<file path="src/rtl/tx_pulse_pkg.sv">
/*
  Constants, types and the preset sample lookup for the transmit pulse
  template block. Assumes an 8-bit register space with byte offsets.
*/
package tx_pulse_pkg;

  // Register offsets
  localparam logic [7:0] ADDR_TEMPLATE   = 8'h06;
  localparam logic [7:0] ADDR_SCALE      = 8'h07;
  localparam logic [7:0] ADDR_ACCESS     = 8'h08;
  localparam logic [7:0] ADDR_SAMPLE     = 8'h09;
  localparam logic [7:0] ADDR_EVT_MASK   = 8'h15;
  localparam logic [7:0] ADDR_EVT_STATUS = 8'h1a;

  // Field positions in the access control and event registers
  localparam int SP_LSB   = 0;
  localparam int UI_LSB   = 4;
  localparam int DIR_BIT  = 6;
  localparam int DONE_BIT = 7;
  localparam int OVF_BIT  = 0;

  // Reset values and scale references
  localparam logic [3:0] TEMPLATE_RST = 4'h0;
  localparam logic [5:0] SCALE_RST    = 6'h21;
  localparam logic [5:0] SCALE_REF_E1 = 6'h21;
  localparam logic [5:0] SCALE_REF_T1 = 6'h36;
  localparam logic [1:0] RAM_MODE     = 2'b11;
  localparam logic [5:0] AMP_MAX      = 6'h3f;

  // Template codes with ROM content
  localparam logic [3:0] TPL_E1_75    = 4'h0;
  localparam logic [3:0] TPL_E1_120   = 4'h1;
  localparam logic [3:0] TPL_T1_SHORT = 4'h2;
  localparam logic [3:0] TPL_J1       = 4'h7;

  localparam logic [6:0] T1_SHORT_UI1 [0:15] = '{
    7'h17, 7'h27, 7'h27, 7'h26, 7'h25, 7'h25, 7'h25, 7'h24,
    7'h23, 7'h4a, 7'h4a, 7'h49, 7'h47, 7'h45, 7'h44, 7'h43};

  typedef enum logic [1:0] {
    G_IDLE  = 2'b00,
    G_FETCH = 2'b01,
    G_LAST  = 2'b11,
    G_OUT   = 2'b10
  } gen_state_t;

  // Preset sample lookup; signed magnitude, sign in bit 6
  function automatic logic [6:0] rom_sample(input logic [3:0] tpl,
                                            input logic [1:0] ui,
                                            input logic [3:0] sp);
    logic [6:0] v;
    v = 7'h00;
    if (tpl == TPL_E1_75 && ui == 2'h0)
      v = (sp == 4'h3) ? 7'h0c
          : ((sp >= 4'h4 && sp <= 4'hb) ? 7'h30 : 7'h00);
    else if (tpl == TPL_E1_120 && ui == 2'h0)
      v = (sp == 4'h3) ? 7'h0f
          : ((sp >= 4'h4 && sp <= 4'hb) ? 7'h3c : 7'h00);
    else if (tpl == TPL_T1_SHORT || tpl == TPL_J1)
    begin
      if (ui == 2'h0)
        v = T1_SHORT_UI1[sp];
      else if (ui == 2'h1 && sp == 4'h0)
        v = 7'h42;
      else if (ui == 2'h1 && sp == 4'h1)
        v = 7'h41;
    end
    return v;
  endfunction

endpackage

</file>
<file path="src/rtl/tx_pulse_template.sv">
/*
  Transmit pulse template selection, sample memory access and pulse
  summing with amplitude scaling and overflow reporting.
  Assumes register strobes, line marks and ticks come from core_clk logic.
*/
// Behaviour
// - Five T1 cable-length presets chosen by the template select field; the table holds samples only for the shortest, TPL_T1_SHORT.
// - Long-haul attenuation grades 7.5 dB apart, chosen by template select; the table holds no samples for any grade.
// - Template codes 11xx take samples from the user sample memory.
// - Memory holds 4 intervals of 16 sub-phase samples, 64 entries.
// - Samples are 7-bit signed magnitude, +63 down to -63.
// - Twelve standard template codes; the on-chip read-only table has samples for only four (0, 1, 2, 7), the rest output zero.
// - Direction 0 writes the sample field, direction 1 reads the location.
// - The trigger bit performs the access at interval and sample index.
// - Scale steps change amplitude by a line-standard-dependent percentage.
// - Overlap overflow sets a flag; interrupt only when mask enables it.
// - Presets and build-out grades are never scaled.
`timescale 1ns/10ps
module tx_pulse_template
  import tx_pulse_pkg::*;
(
  input  wire logic       core_clk,
  input  wire logic       rst_n,
  input  wire logic       reg_wr_en,
  input  wire logic       reg_rd_en,
  input  wire logic [7:0] reg_addr,
  input  wire logic [7:0] reg_wdata,
  output logic      [7:0] reg_rdata,
  input  wire logic       line_standard_select,
  input  wire logic       ui_start,
  input  wire logic       mark_pos,
  input  wire logic       mark_neg,
  input  wire logic       subphase_tick,
  output logic      [6:0] dac_code,
  output logic            dac_valid,
  output logic            overflow_irq
);

  logic [3:0] pulse_template_select_r, pulse_template_select_nxt;
  logic [5:0] amplitude_scale_field_r, amplitude_scale_field_nxt;
  logic [3:0] subphase_index_r,        subphase_index_nxt;
  logic [1:0] interval_slot_index_r,   interval_slot_index_nxt;
  logic       dir_r,                   dir_nxt;
  logic       busy_r,                  busy_nxt;
  logic       sw_wait_r,               sw_wait_nxt;
  logic [6:0] sample_amplitude_value_r, sample_amplitude_value_nxt;
  logic       amplitude_overflow_mask_r, amplitude_overflow_mask_nxt;
  logic       amplitude_overflow_flag_r, amplitude_overflow_flag_nxt;
  logic [7:0] rdata_r,                 rdata_nxt;
  logic       irq_r,                   irq_nxt;

  gen_state_t        gst_r,   gst_nxt;
  logic [1:0]        k_r,     k_nxt;
  logic [3:0]        ph_r,    ph_nxt;
  logic [7:0]        hist_r,  hist_nxt;
  logic [1:0]        hsel_r,  hsel_nxt;
  logic signed [9:0] acc_r,   acc_nxt;
  logic [6:0]        rom_q_r, rom_q_nxt;
  logic [6:0]        dac_r,   dac_nxt;
  logic              dval_r,  dval_nxt;

  logic       ram_mode;
  logic       sw_issue;
  logic       ram_we;
  logic [5:0] ram_addr;
  logic [6:0] ram_rdata;
  logic [6:0] smp;
  logic       acc_en;
  logic [8:0] acc_abs;
  logic [14:0] mag_full;
  logic       ovf;

  // User memory mode on the two top select bits
  assign ram_mode = (pulse_template_select_r[3:2] == RAM_MODE);
  // Software waits for an idle generator, so the memory has one user
  assign sw_issue = busy_r && !sw_wait_r && gst_r == G_IDLE
                    && !subphase_tick;
  assign ram_we   = sw_issue && !dir_r;
  assign ram_addr = (gst_r == G_FETCH) ? {k_r, ph_r}
                    : {interval_slot_index_r, subphase_index_r};

  wave_sample_ram #(.AW(6), .DW(7)) u_ram (
    .core_clk (core_clk),
    .rst_n    (rst_n),
    .we       (ram_we),
    .addr     (ram_addr),
    .wdata    (sample_amplitude_value_r),
    .rdata    (ram_rdata)
  );

  // Register file and software memory access
  always_comb
  begin
    pulse_template_select_nxt   = pulse_template_select_r;
    amplitude_scale_field_nxt   = amplitude_scale_field_r;
    subphase_index_nxt          = subphase_index_r;
    interval_slot_index_nxt     = interval_slot_index_r;
    dir_nxt                     = dir_r;
    busy_nxt                    = busy_r;
    sw_wait_nxt                 = 1'b0;
    sample_amplitude_value_nxt  = sample_amplitude_value_r;
    amplitude_overflow_mask_nxt = amplitude_overflow_mask_r;
    amplitude_overflow_flag_nxt = amplitude_overflow_flag_r;
    rdata_nxt                   = rdata_r;
    if (reg_wr_en)
    begin
      unique case (reg_addr)
        ADDR_TEMPLATE:
          pulse_template_select_nxt = reg_wdata[3:0];
        ADDR_SCALE:    amplitude_scale_field_nxt = reg_wdata[5:0];
        ADDR_ACCESS:
          if (!busy_r) // Fields frozen while an access is pending
          begin
            subphase_index_nxt      = reg_wdata[SP_LSB +: 4];
            interval_slot_index_nxt = reg_wdata[UI_LSB +: 2];
            dir_nxt                 = reg_wdata[DIR_BIT];
            busy_nxt                = reg_wdata[DONE_BIT];
          end
        ADDR_SAMPLE:   sample_amplitude_value_nxt = reg_wdata[6:0];
        ADDR_EVT_MASK: amplitude_overflow_mask_nxt = reg_wdata[OVF_BIT];
        default: ;
      endcase
    end
    // Write finishes at issue, read one cycle later with the data
    if (sw_issue && !dir_r)
      busy_nxt = 1'b0;
    if (sw_issue && dir_r)
      sw_wait_nxt = 1'b1;
    if (sw_wait_r)
    begin
      sample_amplitude_value_nxt = ram_rdata;
      busy_nxt                   = 1'b0;
    end
    if (reg_rd_en)
    begin
      unique case (reg_addr)
        ADDR_TEMPLATE:   rdata_nxt = {4'h0, pulse_template_select_r};
        ADDR_SCALE:      rdata_nxt = {2'h0, amplitude_scale_field_r};
        ADDR_ACCESS:     rdata_nxt = {busy_r, dir_r, interval_slot_index_r,
                                      subphase_index_r};
        ADDR_SAMPLE:     rdata_nxt = {1'b0, sample_amplitude_value_r};
        ADDR_EVT_MASK:   rdata_nxt = {7'h00, amplitude_overflow_mask_r};
        ADDR_EVT_STATUS: rdata_nxt = {7'h00, amplitude_overflow_flag_r};
        default:         rdata_nxt = 8'h00;
      endcase
      if (reg_addr == ADDR_EVT_STATUS)
        amplitude_overflow_flag_nxt = 1'b0;
    end
    // Set after clear so a same-cycle overflow is never lost
    if (gst_r == G_OUT && ovf)
      amplitude_overflow_flag_nxt = 1'b1;
    irq_nxt = amplitude_overflow_flag_nxt
              && amplitude_overflow_mask_nxt;
  end

  always_ff @(posedge core_clk)
  begin
    if (!rst_n)
    begin
      pulse_template_select_r   <= TEMPLATE_RST;
      amplitude_scale_field_r   <= SCALE_RST;
      subphase_index_r          <= 4'h0;
      interval_slot_index_r     <= 2'h0;
      dir_r                     <= 1'b0;
      busy_r                    <= 1'b0;
      sw_wait_r                 <= 1'b0;
      sample_amplitude_value_r  <= 7'h00;
      amplitude_overflow_mask_r <= 1'b0;
      amplitude_overflow_flag_r <= 1'b0;
      rdata_r                   <= 8'h00;
      irq_r                     <= 1'b0;
    end
    else
    begin
      pulse_template_select_r   <= pulse_template_select_nxt;
      amplitude_scale_field_r   <= amplitude_scale_field_nxt;
      subphase_index_r          <= subphase_index_nxt;
      interval_slot_index_r     <= interval_slot_index_nxt;
      dir_r                     <= dir_nxt;
      busy_r                    <= busy_nxt;
      sw_wait_r                 <= sw_wait_nxt;
      sample_amplitude_value_r  <= sample_amplitude_value_nxt;
      amplitude_overflow_mask_r <= amplitude_overflow_mask_nxt;
      amplitude_overflow_flag_r <= amplitude_overflow_flag_nxt;
      rdata_r                   <= rdata_nxt;
      irq_r                     <= irq_nxt;
    end
  end

  // Sample of the previous fetch, from the table or the memory
  assign smp    = ram_mode ? ram_rdata : rom_q_r;
  assign acc_en = (gst_r == G_FETCH && k_r != 2'h0) || gst_r == G_LAST;
  assign acc_abs = acc_r[9] ? 9'(-acc_r) : acc_r[8:0];
  // Scale only user waveforms; reference depends on line standard
  assign mag_full = ram_mode
    ? (15'(acc_abs) * 15'(amplitude_scale_field_r))
      / 15'(line_standard_select ? SCALE_REF_T1 : SCALE_REF_E1)
    : 15'(acc_abs);
  assign ovf = mag_full > 15'(AMP_MAX);

  // Pulse summing over up to four overlapping intervals
  always_comb
  begin
    gst_nxt   = gst_r;
    k_nxt     = k_r;
    ph_nxt    = ph_r;
    hist_nxt  = hist_r;
    hsel_nxt  = hsel_r;
    acc_nxt   = acc_r;
    rom_q_nxt = rom_q_r;
    dac_nxt   = dac_r;
    dval_nxt  = 1'b0;
    if (acc_en && hsel_r[1] && smp[5:0] != 6'h00)
      acc_nxt = (smp[6] ^ hsel_r[0]) ? acc_r - 10'(smp[5:0])
                                     : acc_r + 10'(smp[5:0]);
    unique case (gst_r)
      G_IDLE:
        if (subphase_tick)
        begin
          gst_nxt = G_FETCH;
          k_nxt   = 2'h0;
          acc_nxt = 10'sh000;
        end
      G_FETCH:
      begin
        rom_q_nxt = rom_sample(pulse_template_select_r, k_r, ph_r);
        hsel_nxt  = hist_r[2*k_r +: 2];
        k_nxt     = k_r + 2'h1;
        if (k_r == 2'h3)
          gst_nxt = G_LAST;
      end
      G_LAST: gst_nxt = G_OUT;
      G_OUT:
      begin
        // Saturate rather than wrap; the flag tells software
        dac_nxt  = {acc_r[9] && acc_r != 10'sh000,
                    ovf ? AMP_MAX : mag_full[5:0]};
        dval_nxt = 1'b1;
        ph_nxt   = ph_r + 4'h1;
        gst_nxt  = G_IDLE;
      end
    endcase
    // New interval restarts the phase and ages the pulse history
    if (ui_start)
    begin
      ph_nxt   = 4'h0;
      hist_nxt = {hist_r[5:0], mark_pos ^ mark_neg, mark_neg & ~mark_pos};
    end
  end

  always_ff @(posedge core_clk)
  begin
    if (!rst_n)
    begin
      gst_r   <= G_IDLE;
      k_r     <= 2'h0;
      ph_r    <= 4'h0;
      hist_r  <= 8'h00;
      hsel_r  <= 2'h0;
      acc_r   <= 10'sh000;
      rom_q_r <= 7'h00;
      dac_r   <= 7'h00;
      dval_r  <= 1'b0;
    end
    else
    begin
      gst_r   <= gst_nxt;
      k_r     <= k_nxt;
      ph_r    <= ph_nxt;
      hist_r  <= hist_nxt;
      hsel_r  <= hsel_nxt;
      acc_r   <= acc_nxt;
      rom_q_r <= rom_q_nxt;
      dac_r   <= dac_nxt;
      dval_r  <= dval_nxt;
    end
  end

  assign reg_rdata    = rdata_r;
  assign dac_code     = dac_r;
  assign dac_valid    = dval_r;
  assign overflow_irq = irq_r;

  property p_trigger_done;
    @(posedge core_clk) disable iff (!rst_n)
    $rose(busy_r) |-> ##[1:20] !busy_r;
  endproperty
  a_trigger_done: assert property (p_trigger_done)
    else $error("memory access never completed");

  property p_write_dir;
    @(posedge core_clk) disable iff (!rst_n)
    ram_we |-> busy_r && !dir_r && gst_r == G_IDLE;
  endproperty
  a_write_dir: assert property (p_write_dir)
    else $error("memory written outside a write access");

  property p_read_return;
    @(posedge core_clk) disable iff (!rst_n)
    sw_wait_r |=> sample_amplitude_value_r == $past(ram_rdata) && !busy_r;
  endproperty
  a_read_return: assert property (p_read_return)
    else $error("read data not returned to sample field");

  property p_fetch_addr;
    @(posedge core_clk) disable iff (!rst_n)
    gst_r == G_FETCH |-> ram_addr == {k_r, ph_r} && !ram_we;
  endproperty
  a_fetch_addr: assert property (p_fetch_addr)
    else $error("generator fetch address wrong");

  property p_zero_sample;
    @(posedge core_clk) disable iff (!rst_n)
    acc_en && smp[5:0] == 6'h00 |=> acc_r == $past(acc_r);
  endproperty
  a_zero_sample: assert property (p_zero_sample)
    else $error("zero sample changed the sum");

  property p_preset_unscaled;
    @(posedge core_clk) disable iff (!rst_n)
    gst_r == G_OUT && !ram_mode && acc_abs <= 9'(AMP_MAX)
      |=> dac_r[5:0] == $past(acc_abs[5:0]) && dval_r;
  endproperty
  a_preset_unscaled: assert property (p_preset_unscaled)
    else $error("preset pulse was scaled");

  property p_unit_scale;
    @(posedge core_clk) disable iff (!rst_n)
    gst_r == G_OUT && ram_mode && !line_standard_select
      && amplitude_scale_field_r == SCALE_REF_E1 && acc_abs <= 9'(AMP_MAX)
      |=> dac_r[5:0] == $past(acc_abs[5:0]);
  endproperty
  a_unit_scale: assert property (p_unit_scale)
    else $error("reference scale altered amplitude");

  property p_overflow_flag;
    @(posedge core_clk) disable iff (!rst_n)
    gst_r == G_OUT && ovf |=> amplitude_overflow_flag_r
      && dac_r[5:0] == AMP_MAX ##1 irq_r == amplitude_overflow_mask_r;
  endproperty
  a_overflow_flag: assert property (p_overflow_flag)
    else $error("overflow not flagged or saturated");

  c_sw_read:  cover property (@(posedge core_clk) sw_issue && dir_r);
  c_sw_write: cover property (@(posedge core_clk) ram_we);
  c_overflow: cover property (@(posedge core_clk) $rose(irq_r));
  c_user_out: cover property (@(posedge core_clk) dval_r && ram_mode);

endmodule

</file>
<file path="src/rtl/wave_sample_ram.sv">
/*
  Single-port waveform sample memory with registered read data.
  Assumes one access per cycle; write and read share the address.
*/
`timescale 1ns/10ps
module wave_sample_ram #(
  parameter int AW = 6,
  parameter int DW = 7
) (
  input  wire logic          core_clk,
  input  wire logic          rst_n,
  input  wire logic          we,
  input  wire logic [AW-1:0] addr,
  input  wire logic [DW-1:0] wdata,
  output logic      [DW-1:0] rdata
);

  logic [DW-1:0] mem [0:(1<<AW)-1];
  logic [DW-1:0] rdata_r;

  // Array carries no reset; only the read register does
  always_ff @(posedge core_clk)
  begin
    if (we)
      mem[addr] <= wdata;
    if (!rst_n)
      rdata_r <= '0;
    else
      rdata_r <= mem[addr];
  end

  assign rdata = rdata_r;

endmodule

</file>
<file path="config.mk">
export PLATFORM = sky130hd
export DESIGN_NAME = tx_pulse_template
export DESIGN_NICKNAME = d
export VERILOG_FILES = /design/src/rtl/tx_pulse_pkg.sv /design/src/rtl/tx_pulse_template.sv /design/src/rtl/wave_sample_ram.sv
export SDC_FILE = /design/constraint.sdc
export NUM_CORES = 1
export LEC_CHECK = 0
export BUFFER_PORTS_ARGS = -buffer_cell sky130_fd_sc_hd__buf_2
export CORE_ASPECT_RATIO = 1.1
export CORE_MARGIN = 2
export CORE_UTILIZATION = 35
export CTS_BUF_LIST = sky130_fd_sc_hd__clkbuf_4 sky130_fd_sc_hd__clkbuf_8 sky130_fd_sc_hd__clkbuf_16
export DETAILED_ROUTE_END_ITERATION = 8
export PLACE_DENSITY_LB_ADDON = 0.05
export SLEW_MARGIN = 20
export SYNTH_ARGS = -nofsm -noshare
export SYNTH_HDL_FRONTEND = slang
export SYNTH_SLANG_ARGS = --single-unit
</file>
<file path="constraint.sdc">
create_clock -name core_clk -period 28 [get_ports core_clk]
set_input_delay 1.4 -clock core_clk [delete_from_list [all_inputs] [get_ports core_clk]]
set_output_delay 1.4 -clock core_clk [all_outputs]
set_load 0.005 [all_outputs]
</file>
* Yosys cells after proc, flatten, opt, wreduce, memory -nomap -nowiden
Memories as Yosys holds them, arrays and structs flattened. A register that Yosys moved wholly into a read port is not among the register bits. Cells that the tools add are included.
Storage, ports and cells: register bits 80, bits in latches 0, RAM bits 448, bits in read-only memories 112, bits of input ports 25, output and inout bits 17, logic and storage cells 143, memories kept 2
Memories:
- u_ram.mem | depth 64, width 7, rd ports 1, clocked after memory_dff 1, write ports 1, RTL line wave_sample_ram.sv:18 | logic [DW-1:0] mem [0:(1<<AW)-1];
- (name not given) | depth 16, width 7, rd ports 1, clocked after memory_dff 0, write ports 0, RTL line tx_pulse_pkg.sv:62 | v = T1_SHORT_UI1[sp];
Operators by class: add/subtract/negate cells 5, multiply operators 1, div/mod/pow operators 1, $lt $le $gt $ge 4, equality and inequality tests 19, shift-type cells 1, mux-type cells 41, bitwise logic cells 7, reductions and logical operators 41
Operators by type and width (number):
- $mux 7 | 12
- $pmux 8 s6 | 1
- $mux 10 | 4
- $mux 6 | 6
- $eq 8x3->1 const B | 2
- $eq 8x4->1 const B | 2
- $eq 8x5->1 const B | 2
- $logic_and 1x1->1 | 16
- $div 15x15->15 | 1
- $gt 15x6->1 const B | 1
- $mul 9x6->15 | 1
- $mux 15 | 1
- $reduce_and 2->1 | 6
- $add 10x6->10 | 1
- $mux 1 | 10
- $reduce_bool 10->1 | 1
- $sub 10x6->10 | 1
- $mux 9 | 1
- $neg 9->9 | 1
- $eq 2x2->1 const B | 4
- $eq 4x1->1 const B | 2
- $eq 4x2->1 const B | 2
- $logic_not 4->1 | 2
- $pmux 2 s4 | 1
- other kinds (25) | 39

* Depth between registers and ports, before layout
depth in word-level cells 9, mapped depth 116, depth with buffers taken out 113

* Hierarchy
Synthesis repeated with hierarchy kept, for this count alone.
Unflattened totals: cell total of the unflattened synthesis 2338, area, all modules 28262.1 um2
By module, submodules not included:
- wave_sample_ram | times used 1, cells an instance 1014, area each 17777.0 um2, seq. area each 13593.0 um2
- tx_pulse_template | times used 1, cells an instance 1324, area each 10485.1 um2, seq. area each 1601.5 um2

* Least setup slack after synthesis
OpenSTA, ideal clock, no wires.
kind register -> register, from reg acc_r[6], to reg dac_r[0], in the netlist dac_code[0], setup time 0.127 ns, arrival time 21.243 ns, data required time 27.873 ns, slack 6.630 ns, cell stages (with the launch flop) 105, buffers on the path 4, period minus slack after synthesis 21.370 ns, path through dfxtp_1 > or4_1 > o31ai_1 > xor2_1 > nor2b_1 > fa_1 > fa_1 > inv_1 > fa_1 > inv_1 > ha_1 > o211a_1 > o31a_1 > o311a_1 > or4b_4 > nand3_4 > ha_1 > inv_1 > (+69 left out) > buf_4 > nor2_1 > xnor2_1 > ha_1 > buf_1 > nand2_1 > a31oi_1 > a311o_1 > a211oi_4 > nand3_2 > mux2_1 > ha_1 > o21ai_0 > nand2_1 > o21a_1 > o21a_1 > o41ai_2 > a21oi_1
Between the ends: cells in the longest elaborated chain, start to end 7
Ends and longest elaborated chain:
- start, declared | RTL line tx_pulse_template.sv:57 | logic signed [9:0] acc_r, acc_nxt;
- start signal, assigned | RTL line tx_pulse_template.sv:272 | acc_r <= acc_nxt;
- $neg 9->9 | RTL line tx_pulse_template.sv:193 | assign acc_abs = acc_r[9] ? 9'(-acc_r) : acc_r[8:0];
- $mux 9 * | RTL line tx_pulse_template.sv:193
- $mul 9x6->15 | RTL line tx_pulse_template.sv:196 | ? (15'(acc_abs) * 15'(amplitude_scale_field_r))
- $div 15x15->15 | RTL line tx_pulse_template.sv:197 | / 15'(line_standard_select ? SCALE_REF_T1 : SCALE_REF_E1)
- $mux 15 * | RTL line tx_pulse_template.sv:196
- $gt 15x6->1 | RTL line tx_pulse_template.sv:199 | assign ovf = mag_full > 15'(AMP_MAX);
- $mux 6 * | RTL line tx_pulse_template.sv:237 | ovf ? AMP_MAX : mag_full[5:0]};
- end signal, assigned | RTL line tx_pulse_template.sv:274 | dac_r <= dac_nxt;
- end, declared | RTL line tx_pulse_template.sv:59 | logic [6:0] dac_r, dac_nxt;
Every way passes the cells marked *; elsewhere a longest branch is shown, timed or not. A chain may end at the register's enable or synchronous reset.

* Final worst setup path
Ends and elaborated chain as after synthesis.

==> flow_summary.ini <==
[outcome]
outcome = finished clean

[global_route]
grt_max_degree = 67
grt_pass1_vias = 19600
antenna_found_initial = 0
overflow = 0
grt_pass1_wl_mm = 129
grtUsageTotal_pct = 21.3

[layout]
syn2layout_area_growth_pct = 13.0
drive_above_1_share_pct = 11.5
layout_common_cells = edfxtp_1 (448), nor2_1 (215), nand2_1 (212)
diodes = 0
mostFrequentLayoutCell = edfxtp_1
num-fill-cells = 7501
fin_nets = 2540

[detailed_routing]
wl_met1_mm = 37.3
drt-vias-per-instance = 5.58
dr_wl_met2_mm = 42.8
ant_nets = 0
routed_wl_mm = 86.0
drc = 0
highest_layer = met4
first_pass_iters = 7
drt_iter0_drc = 1477
wl_per_cell_um = 24.7
via_count = 19400
wl_met3_mm = 3.52

[die]
die_w_um = 270
initial_core_util_pct = 35.2
placementRows = 107
ios = 42
core_area_sq_mm = 0.0771
die-area_sq_mm = 0.0799
die_h_um = 296

[synth]
synth_cell_type_count = 109
synthArstFlopShare_pct = 0
syn_area_sq_mm = 0.0272
synth.top_cell.area_share_pct = 49.5
avgSynthCellArea_sq_um = 11.5
synth.area.top_cells = edfxtp_1 (50%), dfxtp_1 (6.4%), ha_1 (4.0%)
synth_top_area_cell = edfxtp_1
yosys_warnings = 0
syn_nets = 2496
ys_seq_area_share_pct = 55.9
synth_cells = 2355
ys.flop_type = edfxtp_1
synth_edf_count = 448
synth_seq_cells = 535

[critical_path]
crit_path_start_kind = register
crit_family = compound AO/OA/AOI/OAI gates
critPathSlowestCell = nor3_2
required_ns = 28.54
cpMostUsedCell = ha_1
reg2reg_slack_ns = 3.03
slowest_delay_ns = 0.73
worstPathMaxFanout = 13
critPathLaunch = acc_r[6]
r2r-start = acc_r[6]
crit_path_end_kind = register
rr_endpoint = dac_code[0]
cp.depth = 100
critPathCapture = dac_code[0]
reg2reg_depth = 100
path_class = reg -> reg
worst_ep_arrival_time_ns = 25.51
path_buf_inv = 3

[timing]
rsz0062_at_grt = no
finalCriticalPeriod_ns = 24.97
hold_violations = 0
holdWs_ns = 0.454
slew-limit-headroom_pct = 23.6
skew_ns = 0.0240
tightest_slew_ns = 1.14
period_share_pct = 89.2
fin_tns_setup_ns = 0
fmax_mhz = 40.0
maxSlewViolCount = 0
finalSetupViolCount = 0

[power]
pwr_density_cell_mw_per_mm2 = 55.7
power_mw = 1.71
ir_worst_vdd_uv = 47.1
p_leak_nw = 10.6

[clock_network]
clockBufferDepth = 3
clock-sinks = 535
root_buffer = clkbuf_16
htreeDepth = 2
cts_buffers = 58
post_cts_buffers = 0
cts_tree = done
cts_hold_buf = 0
cts_resized = 0
clock_latency_ns = 0.63
cts.clk_slew.worst_paths_ns = 0.06

[placed_design]
place.port_buffers = 41
gp_congestion = 0.861
dp_hpwl_mm = 57.3

[flow_run]
drv_cap = 0

[worst_hold_path]
hold_start = dac_code[6]
hold_class = reg -> reg
## how the worst min path moves through the flow
stage | cells after the start | endpoint | slack, ns
global placement | 2 | dac_code[6] | 0.44
global route | 2 | rom_q_r[6] | 0.48
floorplan | 2 | rom_q_r[6] | 0.43
detailed placement | 2 | dac_code[6] | 0.45
CTS | 2 | dac_code[6] | 0.46
finish | 2 | dac_code[6] | 0.45
## synth_stat cells (39+ instances only)
cell type and n:
nand2_1 212, nand2b_1 43, mux2i_1 65, a31oi_1 44, o21ai_0 75, nor2_1 223, a211oi_1 39, nor3_1 41
edfxtp_1 448, a22oi_1 68, nor2b_1 54, clkbuf_1 79, inv_1 70, nand3_1 49, a221oi_1 43, a21oi_1 153
ha_1 86, dfxtp_1 87
## routing by layer
metal	global-route usage (%)	up-vias
met5	0	-
met2	37.9	472
met1	27.3	9774
met3	2.56	117
met4	6.42	0
li1	-	9060
## metrics by stage
stage	setup WS (ns)	instances	cell area (sq um)	util, %
final	3.03	3482	30700	39.8
after detailed placement	3.05	3374	28700	37.3
after floorplan	6.63	2355	27200	-
after global routing	0.684	3482	30700	39.8
after CTS	2.95	3482	30700	39.8
after global placement	3.67	3374	28700	37.3
## final cells by class
class | count | area, sq um | area share, %
multi-input combinational | 1644 | 11400 | 37.2
clock buffer | 79 | 1650 | 5.37
tap | 1035 | 1290 | 4.22
timing repair buffer | 87 | 551 | 1.79
clock inverter | 29 | 315 | 1.03
sequential | 535 | 15200 | 49.5
inverter | 73 | 274 | 0.892
## flip-flops by register name, indices dropped and copies added, names as in the netlist, 6 cells and up
name / cells
acc_r: 10
amplitude_scale_field_r: 6
dac_code: 7
hist_r: 8
reg_rdata: 8
rom_q_r: 7
sample_amplitude_value_r: 7
u_ram.mem: 448
u_ram.rdata: 7
## logic make-up after synthesis
logic type / after synthesis / synth area share [%]
compound gates: 650 / 16.9
xor+xnor: 59 / 1.90
fa+ha+maj: 116 / 6.17
buf+inv: 176 / 2.51
flops: 535 / 55.9
mux: 94 / 4.01
simple gates: 725 / 12.6
## power breakdown
part | total, mW | internal (mW) | switching [mW]
registers | 0.854 | 0.852 | 0.00153
clock network | 0.789 | 0.468 | 0.321
logic | 0.0680 | 0.0262 | 0.0418
## worst min-delay path: stages (launching register included)
cell and delay (ns):
dfxtp_1 0.31, nand2_1 0.05, a21oi_1 0.05
Power figures use the tool's default switching activity.
